===== src/design/bct_defines.vh =====
// Offsets, fields, reset values and codes for the config transfer registers
`ifndef BCT_DEFINES_VH
`define BCT_DEFINES_VH

// ----------------------------------------
// Register byte offsets
// ----------------------------------------
`define BCT_OFF_DATA      6'h00
`define BCT_OFF_CTRL      6'h04
`define BCT_OFF_STAT      6'h08
`define BCT_OFF_IRQ_STAT  6'h0C
`define BCT_OFF_IRQ_CLR   6'h10
`define BCT_OFF_IRQ_EN    6'h14
`define BCT_OFF_VIDEO     6'h18

// ----------------------------------------
// Control word fields
// ----------------------------------------
`define BCT_CTRL_START    31
`define BCT_CTRL_WRITE    30
`define BCT_CTRL_CTL_HI   29
`define BCT_CTRL_CTL_LO   26
`define BCT_CTRL_FN_HI    25
`define BCT_CTRL_FN_LO    20
`define BCT_CTRL_SITE_HI  17
`define BCT_CTRL_SITE_LO  16
`define BCT_CTRL_POS_HI   15
`define BCT_CTRL_POS_LO   12
`define BCT_CTRL_DEV_HI   11
`define BCT_CTRL_DEV_LO   0
`define BCT_CTRL_MASK     32'hFFF3FFFF

// ----------------------------------------
// Status fields
// ----------------------------------------
`define BCT_STAT_DONE     0
`define BCT_STAT_ERR      1

// ----------------------------------------
// Function codes
// ----------------------------------------
`define BCT_FN_OSC        6'h01
`define BCT_FN_VOLT       6'h02
`define BCT_FN_AMP        6'h03
`define BCT_FN_TEMP       6'h04
`define BCT_FN_RESET      6'h05
`define BCT_FN_SCC        6'h06
`define BCT_FN_VSRC       6'h07
`define BCT_FN_SHUTDOWN   6'h08
`define BCT_FN_REBOOT     6'h09
`define BCT_FN_VMODE      6'h0B
`define BCT_FN_POWER      6'h0C
`define BCT_FN_ENERGY     6'h0D

// ----------------------------------------
// Video encodings and reset values
// ----------------------------------------
`define BCT_VSRC_UNUSED   2'h3
`define BCT_VMODE_MAX     3'h4
`define BCT_RST_WORD      32'h00000000
`define BCT_RST_VSRC      2'h0
`define BCT_RST_VMODE     3'h0

`endif


===== src/design/bct_regs.v =====
// AXI4-Lite register bank for board configuration transfers
//
// Our own choices: the register offsets and the AXI4-Lite interface to the registers.
`timescale 1ns/1ns
`include "bct_defines.vh"

module bct_regs (
    // Clock and reset
    input  wire        aclk,
    input  wire        aresetn,
    // AXI4-Lite write address
    input  wire        s_axi_awvalid,
    output reg         s_axi_awready,
    input  wire [5:0]  s_axi_awaddr,
    // AXI4-Lite write data
    input  wire        s_axi_wvalid,
    output reg         s_axi_wready,
    input  wire [31:0] s_axi_wdata,
    input  wire [3:0]  s_axi_wstrb,
    // AXI4-Lite write response
    output reg         s_axi_bvalid,
    input  wire        s_axi_bready,
    output reg  [1:0]  s_axi_bresp,
    // AXI4-Lite read address
    input  wire        s_axi_arvalid,
    output reg         s_axi_arready,
    input  wire [5:0]  s_axi_araddr,
    // AXI4-Lite read data
    output reg         s_axi_rvalid,
    input  wire        s_axi_rready,
    output reg  [31:0] s_axi_rdata,
    output reg  [1:0]  s_axi_rresp,
    // Transfer engine request
    output reg         xfer_req_r,
    output reg  [31:0] xfer_ctrl_r,
    output reg  [31:0] xfer_wdata_r,
    // Transfer engine answer
    input  wire        xfer_done,
    input  wire        xfer_err,
    input  wire [31:0] xfer_rdata,
    // Video settings
    output reg  [1:0]  video_source_r,
    output reg  [2:0]  video_mode_r,
    // Interrupt
    output reg         irq_r
);

    // ----------------------------------------
    // State
    // ----------------------------------------
    reg  [31:0] data_r;
    reg  [31:0] ctrl_r;
    reg  [1:0]  stat_r;
    reg  [1:0]  irq_stat_r;
    reg  [1:0]  irq_en_r;
    reg         aw_held_r;
    reg  [5:0]  aw_addr_r;
    reg         w_held_r;
    reg  [31:0] w_data_r;
    reg  [3:0]  w_strb_r;

    wire        aw_take = s_axi_awvalid & s_axi_awready;
    wire        w_take  = s_axi_wvalid & s_axi_wready;
    wire        have_aw = aw_held_r | aw_take;
    wire        have_w  = w_held_r | w_take;
    wire [5:0]  wr_addr = aw_held_r ? aw_addr_r : s_axi_awaddr;
    wire [31:0] wr_data = w_held_r ? w_data_r : s_axi_wdata;
    wire [3:0]  wr_strb = w_held_r ? w_strb_r : s_axi_wstrb;
    wire        wr_go   = have_aw & have_w & ~s_axi_bvalid;
    wire        busy    = ctrl_r[`BCT_CTRL_START];
    wire        fin     = busy & (xfer_done | xfer_err);

    // ----------------------------------------
    // Byte-lane merge
    // ----------------------------------------
    wire [31:0] data_mrg;
    wire [31:0] ctrl_mrg;

    genvar g;
    generate
        for (g = 0; g < 4; g = g + 1) begin : g_lane
            assign data_mrg[g*8 +: 8] = wr_strb[g] ? wr_data[g*8 +: 8] : data_r[g*8 +: 8];
            assign ctrl_mrg[g*8 +: 8] = wr_strb[g] ? wr_data[g*8 +: 8] : ctrl_r[g*8 +: 8];
        end
    endgenerate

    wire [31:0] ctrl_new = ctrl_mrg & `BCT_CTRL_MASK;
    wire        wr_ctrl  = wr_go & (wr_addr == `BCT_OFF_CTRL);
    wire        start_wr = wr_ctrl & ~busy & ctrl_new[`BCT_CTRL_START];
    wire [5:0]  fn_new   = ctrl_new[`BCT_CTRL_FN_HI:`BCT_CTRL_FN_LO];
    wire [31:0] wd_eff   = (wr_go & (wr_addr == `BCT_OFF_DATA))
                           ? data_mrg : data_r;

    // ----------------------------------------
    // Write response select
    // ----------------------------------------
    reg  [1:0]  wr_resp_nxt;

    always @* begin
        case (wr_addr)
            `BCT_OFF_DATA, `BCT_OFF_CTRL, `BCT_OFF_STAT, `BCT_OFF_IRQ_CLR,
            `BCT_OFF_IRQ_EN, `BCT_OFF_VIDEO: wr_resp_nxt = 2'h0;
            default: wr_resp_nxt = 2'h2;
        endcase
    end

    // ----------------------------------------
    // Write channel
    // ----------------------------------------
    always @(posedge aclk) begin
        if (!aresetn) begin
            s_axi_awready <= 1'b0;
            s_axi_wready  <= 1'b0;
            s_axi_bvalid  <= 1'b0;
            s_axi_bresp   <= 2'h0;
            aw_held_r     <= 1'b0;
            aw_addr_r     <= 6'h00;
            w_held_r      <= 1'b0;
            w_data_r      <= `BCT_RST_WORD;
            w_strb_r      <= 4'h0;
        end else begin
            s_axi_awready <= ~have_aw & ~s_axi_awready & ~(s_axi_bvalid & ~s_axi_bready);
            s_axi_wready  <= ~have_w & ~s_axi_wready & ~(s_axi_bvalid & ~s_axi_bready);
            if (aw_take) begin
                aw_held_r <= 1'b1;
                aw_addr_r <= s_axi_awaddr;
            end
            if (w_take) begin
                w_held_r <= 1'b1;
                w_data_r <= s_axi_wdata;
                w_strb_r <= s_axi_wstrb;
            end
            if (wr_go) begin
                aw_held_r     <= 1'b0;
                w_held_r      <= 1'b0;
                s_axi_awready <= 1'b0;
                s_axi_wready  <= 1'b0;
                s_axi_bvalid  <= 1'b1;
                s_axi_bresp   <= wr_resp_nxt;
            end else if (s_axi_bvalid & s_axi_bready) begin
                s_axi_bvalid <= 1'b0;
            end
        end
    end

    // ----------------------------------------
    // Register write decode
    // ----------------------------------------
    wire        sel_data = wr_go & (wr_addr == `BCT_OFF_DATA);
    wire        sel_stat = wr_go & (wr_addr == `BCT_OFF_STAT);
    wire        sel_clr  = wr_go & (wr_addr == `BCT_OFF_IRQ_CLR);
    wire        sel_en   = wr_go & (wr_addr == `BCT_OFF_IRQ_EN);
    wire        vsrc_ok  = ctrl_new[`BCT_CTRL_WRITE] & (fn_new == `BCT_FN_VSRC)
                           & (wd_eff[1:0] != `BCT_VSRC_UNUSED);
    wire        vmode_ok = ctrl_new[`BCT_CTRL_WRITE] & (fn_new == `BCT_FN_VMODE)
                           & (wd_eff[2:0] <= `BCT_VMODE_MAX);
    wire [1:0]  irq_set  = {fin & xfer_err, fin};
    wire [1:0]  irq_clr  = sel_clr ? wr_data[1:0] : 2'h0;

    // ----------------------------------------
    // Data register
    // ----------------------------------------
    always @(posedge aclk) begin
        if (!aresetn) begin
            data_r <= `BCT_RST_WORD;
        end else if (fin & ~ctrl_r[`BCT_CTRL_WRITE] & ~xfer_err) begin
            data_r <= xfer_rdata;
        end else if (sel_data) begin
            data_r <= data_mrg;
        end
    end

    // ----------------------------------------
    // Control register
    // ----------------------------------------
    always @(posedge aclk) begin
        if (!aresetn) begin
            ctrl_r <= `BCT_RST_WORD;
        end else if (fin) begin
            ctrl_r[`BCT_CTRL_START] <= 1'b0;
        end else if (wr_ctrl & ~busy) begin
            ctrl_r <= ctrl_new;
        end
    end

    // ----------------------------------------
    // Transfer request
    // ----------------------------------------
    always @(posedge aclk) begin
        if (!aresetn) begin
            xfer_req_r   <= 1'b0;
            xfer_ctrl_r  <= `BCT_RST_WORD;
            xfer_wdata_r <= `BCT_RST_WORD;
        end else begin
            xfer_req_r <= start_wr;
            if (start_wr) begin
                xfer_ctrl_r  <= ctrl_new;
                xfer_wdata_r <= wd_eff;
            end
        end
    end

    // ----------------------------------------
    // Status flags
    // ----------------------------------------
    always @(posedge aclk) begin
        if (!aresetn) begin
            stat_r <= 2'h0;
        end else if (fin) begin
            stat_r <= {xfer_err, 1'b1};
        end else if (start_wr) begin
            stat_r <= 2'h0;
        end else if (sel_stat) begin
            stat_r <= stat_r & wr_data[1:0];
        end
    end

    // ----------------------------------------
    // Video settings
    // ----------------------------------------
    always @(posedge aclk) begin
        if (!aresetn) begin
            video_source_r <= `BCT_RST_VSRC;
            video_mode_r   <= `BCT_RST_VMODE;
        end else if (start_wr) begin
            if (vsrc_ok) begin
                video_source_r <= wd_eff[1:0];
            end
            if (vmode_ok) begin
                video_mode_r <= wd_eff[2:0];
            end
        end
    end

    // ----------------------------------------
    // Interrupt status, enable and output
    // ----------------------------------------
    always @(posedge aclk) begin
        if (!aresetn) begin
            irq_stat_r <= 2'h0;
            irq_en_r   <= 2'h0;
            irq_r      <= 1'b0;
        end else begin
            irq_stat_r <= (irq_stat_r & ~irq_clr) | irq_set;
            if (sel_en) begin
                irq_en_r <= wr_data[1:0];
            end
            irq_r <= |(irq_stat_r & irq_en_r);
        end
    end

    // ----------------------------------------
    // Read data select
    // ----------------------------------------
    reg  [31:0] rd_word_nxt;
    reg  [1:0]  rd_resp_nxt;

    always @* begin
        rd_word_nxt = `BCT_RST_WORD;
        rd_resp_nxt = 2'h0;
        case (s_axi_araddr)
            `BCT_OFF_DATA:     rd_word_nxt = data_r;
            `BCT_OFF_CTRL:     rd_word_nxt = ctrl_r;
            `BCT_OFF_STAT:     rd_word_nxt = {30'h0, stat_r};
            `BCT_OFF_IRQ_STAT: rd_word_nxt = {30'h0, irq_stat_r};
            `BCT_OFF_IRQ_CLR:  rd_word_nxt = `BCT_RST_WORD;
            `BCT_OFF_IRQ_EN:   rd_word_nxt = {30'h0, irq_en_r};
            `BCT_OFF_VIDEO:    rd_word_nxt = {27'h0, video_mode_r, video_source_r};
            default:           rd_resp_nxt = 2'h2;
        endcase
    end

    // ----------------------------------------
    // Read channel
    // ----------------------------------------
    always @(posedge aclk) begin
        if (!aresetn) begin
            s_axi_arready <= 1'b0;
            s_axi_rvalid  <= 1'b0;
            s_axi_rdata   <= `BCT_RST_WORD;
            s_axi_rresp   <= 2'h0;
        end else begin
            s_axi_arready <= ~s_axi_rvalid & ~s_axi_arready;
            if (s_axi_arvalid & s_axi_arready) begin
                s_axi_arready <= 1'b0;
                s_axi_rvalid  <= 1'b1;
                s_axi_rdata   <= rd_word_nxt;
                s_axi_rresp   <= rd_resp_nxt;
            end else if (s_axi_rvalid & s_axi_rready) begin
                s_axi_rvalid <= 1'b0;
            end
        end
    end

endmodule


===== config.mk =====
export PLATFORM = sky130hd
export DESIGN_NAME = bct_regs
export DESIGN_NICKNAME = d
export VERILOG_FILES = /design/src/design/bct_regs.v
export VERILOG_INCLUDE_DIRS = /design/src /design/src/design
export SDC_FILE = /design/constraint.sdc
export NUM_CORES = 1
export LEC_CHECK = 0
export BUFFER_PORTS_ARGS = -buffer_cell sky130_fd_sc_hd__buf_4
export CELL_PAD_IN_SITES_DETAIL_PLACEMENT = 0
export CELL_PAD_IN_SITES_GLOBAL_PLACEMENT = 2
export CORE_AREA = 2 2 228 140
export DETAILED_ROUTE_END_ITERATION = 10
export DIE_AREA = 0 0 230 142
export GPL_TIMING_DRIVEN = 0
export PLACE_DENSITY_LB_ADDON = 0.12
export SLEW_MARGIN = 20
export SYNTH_ARGS = -nofsm -noshare
export SYNTH_HDL_FRONTEND = slang
export SYNTH_SLANG_ARGS = --single-unit

===== constraint.sdc =====
create_clock -name aclk -period 3.1 [get_ports aclk]
set_input_delay 0.31 -clock aclk [delete_from_list [all_inputs] [get_ports aclk]]
set_output_delay 0.31 -clock aclk [all_outputs]
set_load 0.02 [all_outputs]

==> impl_metrics.ini <==
[outcome]
status = complete, no violations

[global_route]
antenna_found_initial = 1
overflow = 0
grt_max_degree = 13
grt_pass1_wl_um = 57000
grt_usage = 0.234
first_global_vias = 8704

[power_and_ir_drop]
seqPwrFrac = 0.469
switchingPower_mw = 1.60
combPwrFrac = 0.100
ir_worst_vdd_v = 0.000317
total_power_mw = 6.18
p_clk_frac = 0.431
leakagePower_nw = 4.52
netSwitchingFraction = 0.258
intPower_mw = 4.58
power_density_nw_per_um2 = 501

[yosys]
synthCells = 1156
async_flop_share = 0
ys_warn_count = 0
synth_edf_count = 0
synth_cell_types = 63
syn_avg_cell_area_um2 = 8.37
synth-seq-cells = 220
syn_area_um2 = 9680
ys.flop_type = dfxtp_1
yosysSeqAreaShare = 0.455

[sta]
min_period_ns = 2.96
max_freq_mhz = 338
maxSlewHeadroom = 0.206
hold_viol = 0
setup_violations = 0
whs_ns = 0.0301
slew_violations = 0
worst_pin_slew_ns = 1.18
finClkSkew_ns = 0.00997
fin_crit_sh = 0.954
rsz0062_at_grt = no

[detailed_routing]
wl_met3_um = 2170
drc = 0
ant_nets = 0
drt-initial-drc-count = 787
highest_layer = met4
detail_route.vias_per_cell = 5.17
wl_per_cell_um = 21.4
dr.pass1.iters = 5
dr_wl_met2_um = 15700
vias = 9310
drt-total-wl_um = 38600
met1_length_um = 20300

[final_layout]
num-nets-final = 1463
drive_above_1_share = 0.201
area_delta_synth_final_pct = 27.5
stdcell_count = 1802
fillers = 3196

[place]
portBuffers = 191
dp.cells = 1766
dp_hpwl_um = 28900
place_congestion = 0.815

[critical_path]
criticalPathCategory = flop to flop
end_kind = flop
worstPathMaxFanout = 10
worst_setup_path_start_kind = flop
cp_data_required_time_ns = 3.55
arrival_ns = 3.41

[clock_network]
hold_buffers = 0
numCtsBuffers = 23
clk_path_buf_depth = 3
clkTransAtPathRegs_ns = 0.06
cts_max_level = 1
insertion_delay_ns = 0.53
clockRootBuffer = clkbuf_16
cts_tree = done
cts.sinks = 220

[run]
cap_viol_max_count = 0

[die]
die_h_um = 142
die_x_um = 230
initial_core_util = 0.316
num_rows = 50
die-area_um2 = 32700
pin_count = 201
core_um2 = 30700

[worst_hold_path]
min_path_type = primary input to flop
synthesized netlist by cell type, types with 2 or more instances:
cell type  instances  area (µm²)
buf_6              3        33.8
o211a_1            3        30.0
a31oi_1            4        25.0
buf_2              9        45.0
clkbuf_1          75         282
or3_1              2        12.5
and2_1            32         200
dfxtp_1          220        4400
nor2_1           111         417
nand2_1          227         852
a222oi_1           3        30.0
a211oi_1          21         158
a32oi_1            2        17.5
nor3b_1            3        22.5
nand2b_1           6        37.5
a21boi_0          18         135
nor4b_1            2        17.5
nand3_1           12        60.1
a21boi_1           6        45.0
a221oi_1           3        26.3
nor2b_1            6        37.5
mux2i_1           56         561
nand4_1            4        25.0
a41o_1             2        20.0
a21oi_1          127         636
o21ai_0           34         170
o211ai_1          22         165
a22oi_1           26         195
a21o_1             2        15.0
a211oi_2           2        25.0
buf_4              5        37.5
mux2_2            18         203
o21a_1             2        15.0
inv_1              7        26.3
nor4_1             3        18.8
a211o_1           36         315
buf_1              4        15.0
and3_1             4        25.0
nor3_1            10        50.1
cell type report:
cell class	count	area (µm²)	area share
Antenna cell	1	2.50	0.000203
Buffer	95	417	0.0338
Clock buffer	34	677	0.0548
Clock inverter	2	13.8	0.00112
Inverter	8	30.0	0.00243
Multi-Input combinational cell	835	4840	0.392
Sequential cell	220	4400	0.357
Tap cell	416	520	0.0422
Timing Repair Buffer	191	1430	0.116
state kept, by name, summed over array words and instances (netlist names), 2 cells and up:
register / flops
video_source_r: 2
xfer_ctrl_r: 30
w_data_r: 32
irq_stat_r: 2
xfer_wdata_r: 32
video_mode_r: 3
data_r: 32
stat_r: 2
w_strb_r: 4
ctrl_r: 30
aw_addr_r: 6
irq_en_r: 2
s_axi_rdata: 32
cells by family after synthesis:
kind of cell,count (synthesis),synth area share
simple gates,432,0.197
compound gates,322,0.219
flops,220,0.455
buf+inv,104,0.0458
mux,76,0.0816
xor+xnor,1,0.000905
other cells,1,0.000387
cell usage in the layout, fill, tap and decap left out, types with 22 or more instances in the layout:
cell type    n
nand2_1    227
dfxtp_1    220
buf_4      196
a21oi_1    127
nor2_1     111
clkbuf_1    73
mux2i_1     56
a211o_1     36
o21ai_0     34
and2_1      31
a22oi_1     26
clkbuf_16   23
o211ai_1    22
final timing paths:
kind / from / to / slack (ns) / cells after the start
max: aw_held_r / video_mode_r[2] / 0.14 / 8
min: xfer_rdata[7] / data_r[7] / 0.03 / 3
max reg2reg: aw_held_r / video_mode_r[2] / 0.14 / 8
min reg2reg: xfer_ctrl_r[5] / xfer_ctrl_r[5] / 0.45 / 2
layer usage:
layer  track usage  up-vias
li1              -     4468
met1         0.371     4524
met2         0.338      282
met3        0.0331       36
met4        0.0319        0
met5             0        -
metrics by stage:
step	utilization	setup TNS, ns	worst slack [ns]	instance area [µm²]
floorplan	-	0	0.366	9690
global placement	0.380	-2.66	-0.188	11600
detailed placement	0.380	-1.58	-0.152	11600
CTS	0.403	0	0.0251	12300
global route	0.403	0	0.0171	12300
finish	0.403	0	0.144	12300
power by group through the flow:
stage	clock, mW	sequential [mW]	combinational, mW
2_1_floorplan	0	2.96	0.321
3_3_place_gp	0	2.96	0.612
3_5_place_dp	0	2.96	0.614
4_1_cts	2.73	2.89	0.616
5_1_grt	2.86	2.90	0.668
6_report	2.66	2.90	0.620
repair_timing:
| action | CTS | global route |
|---|---|---|
| setup buffers | 0 | 0 |
| resized for setup | 4 | 5 |
| endpoints found under the setup margin | 23 | 49 |
worst max-delay path, cell delays in order (launching register included):
cell      delay, ns
dfxtp_1        0.32
buf_6          0.13
or3b_4         0.42
a211o_4        0.41
nor4b_2        0.35
buf_4          0.27
mux2_2         0.40
or3_1          0.38
a211oi_2       0.21
No activity file was read; power rests on OpenSTA's default activity.
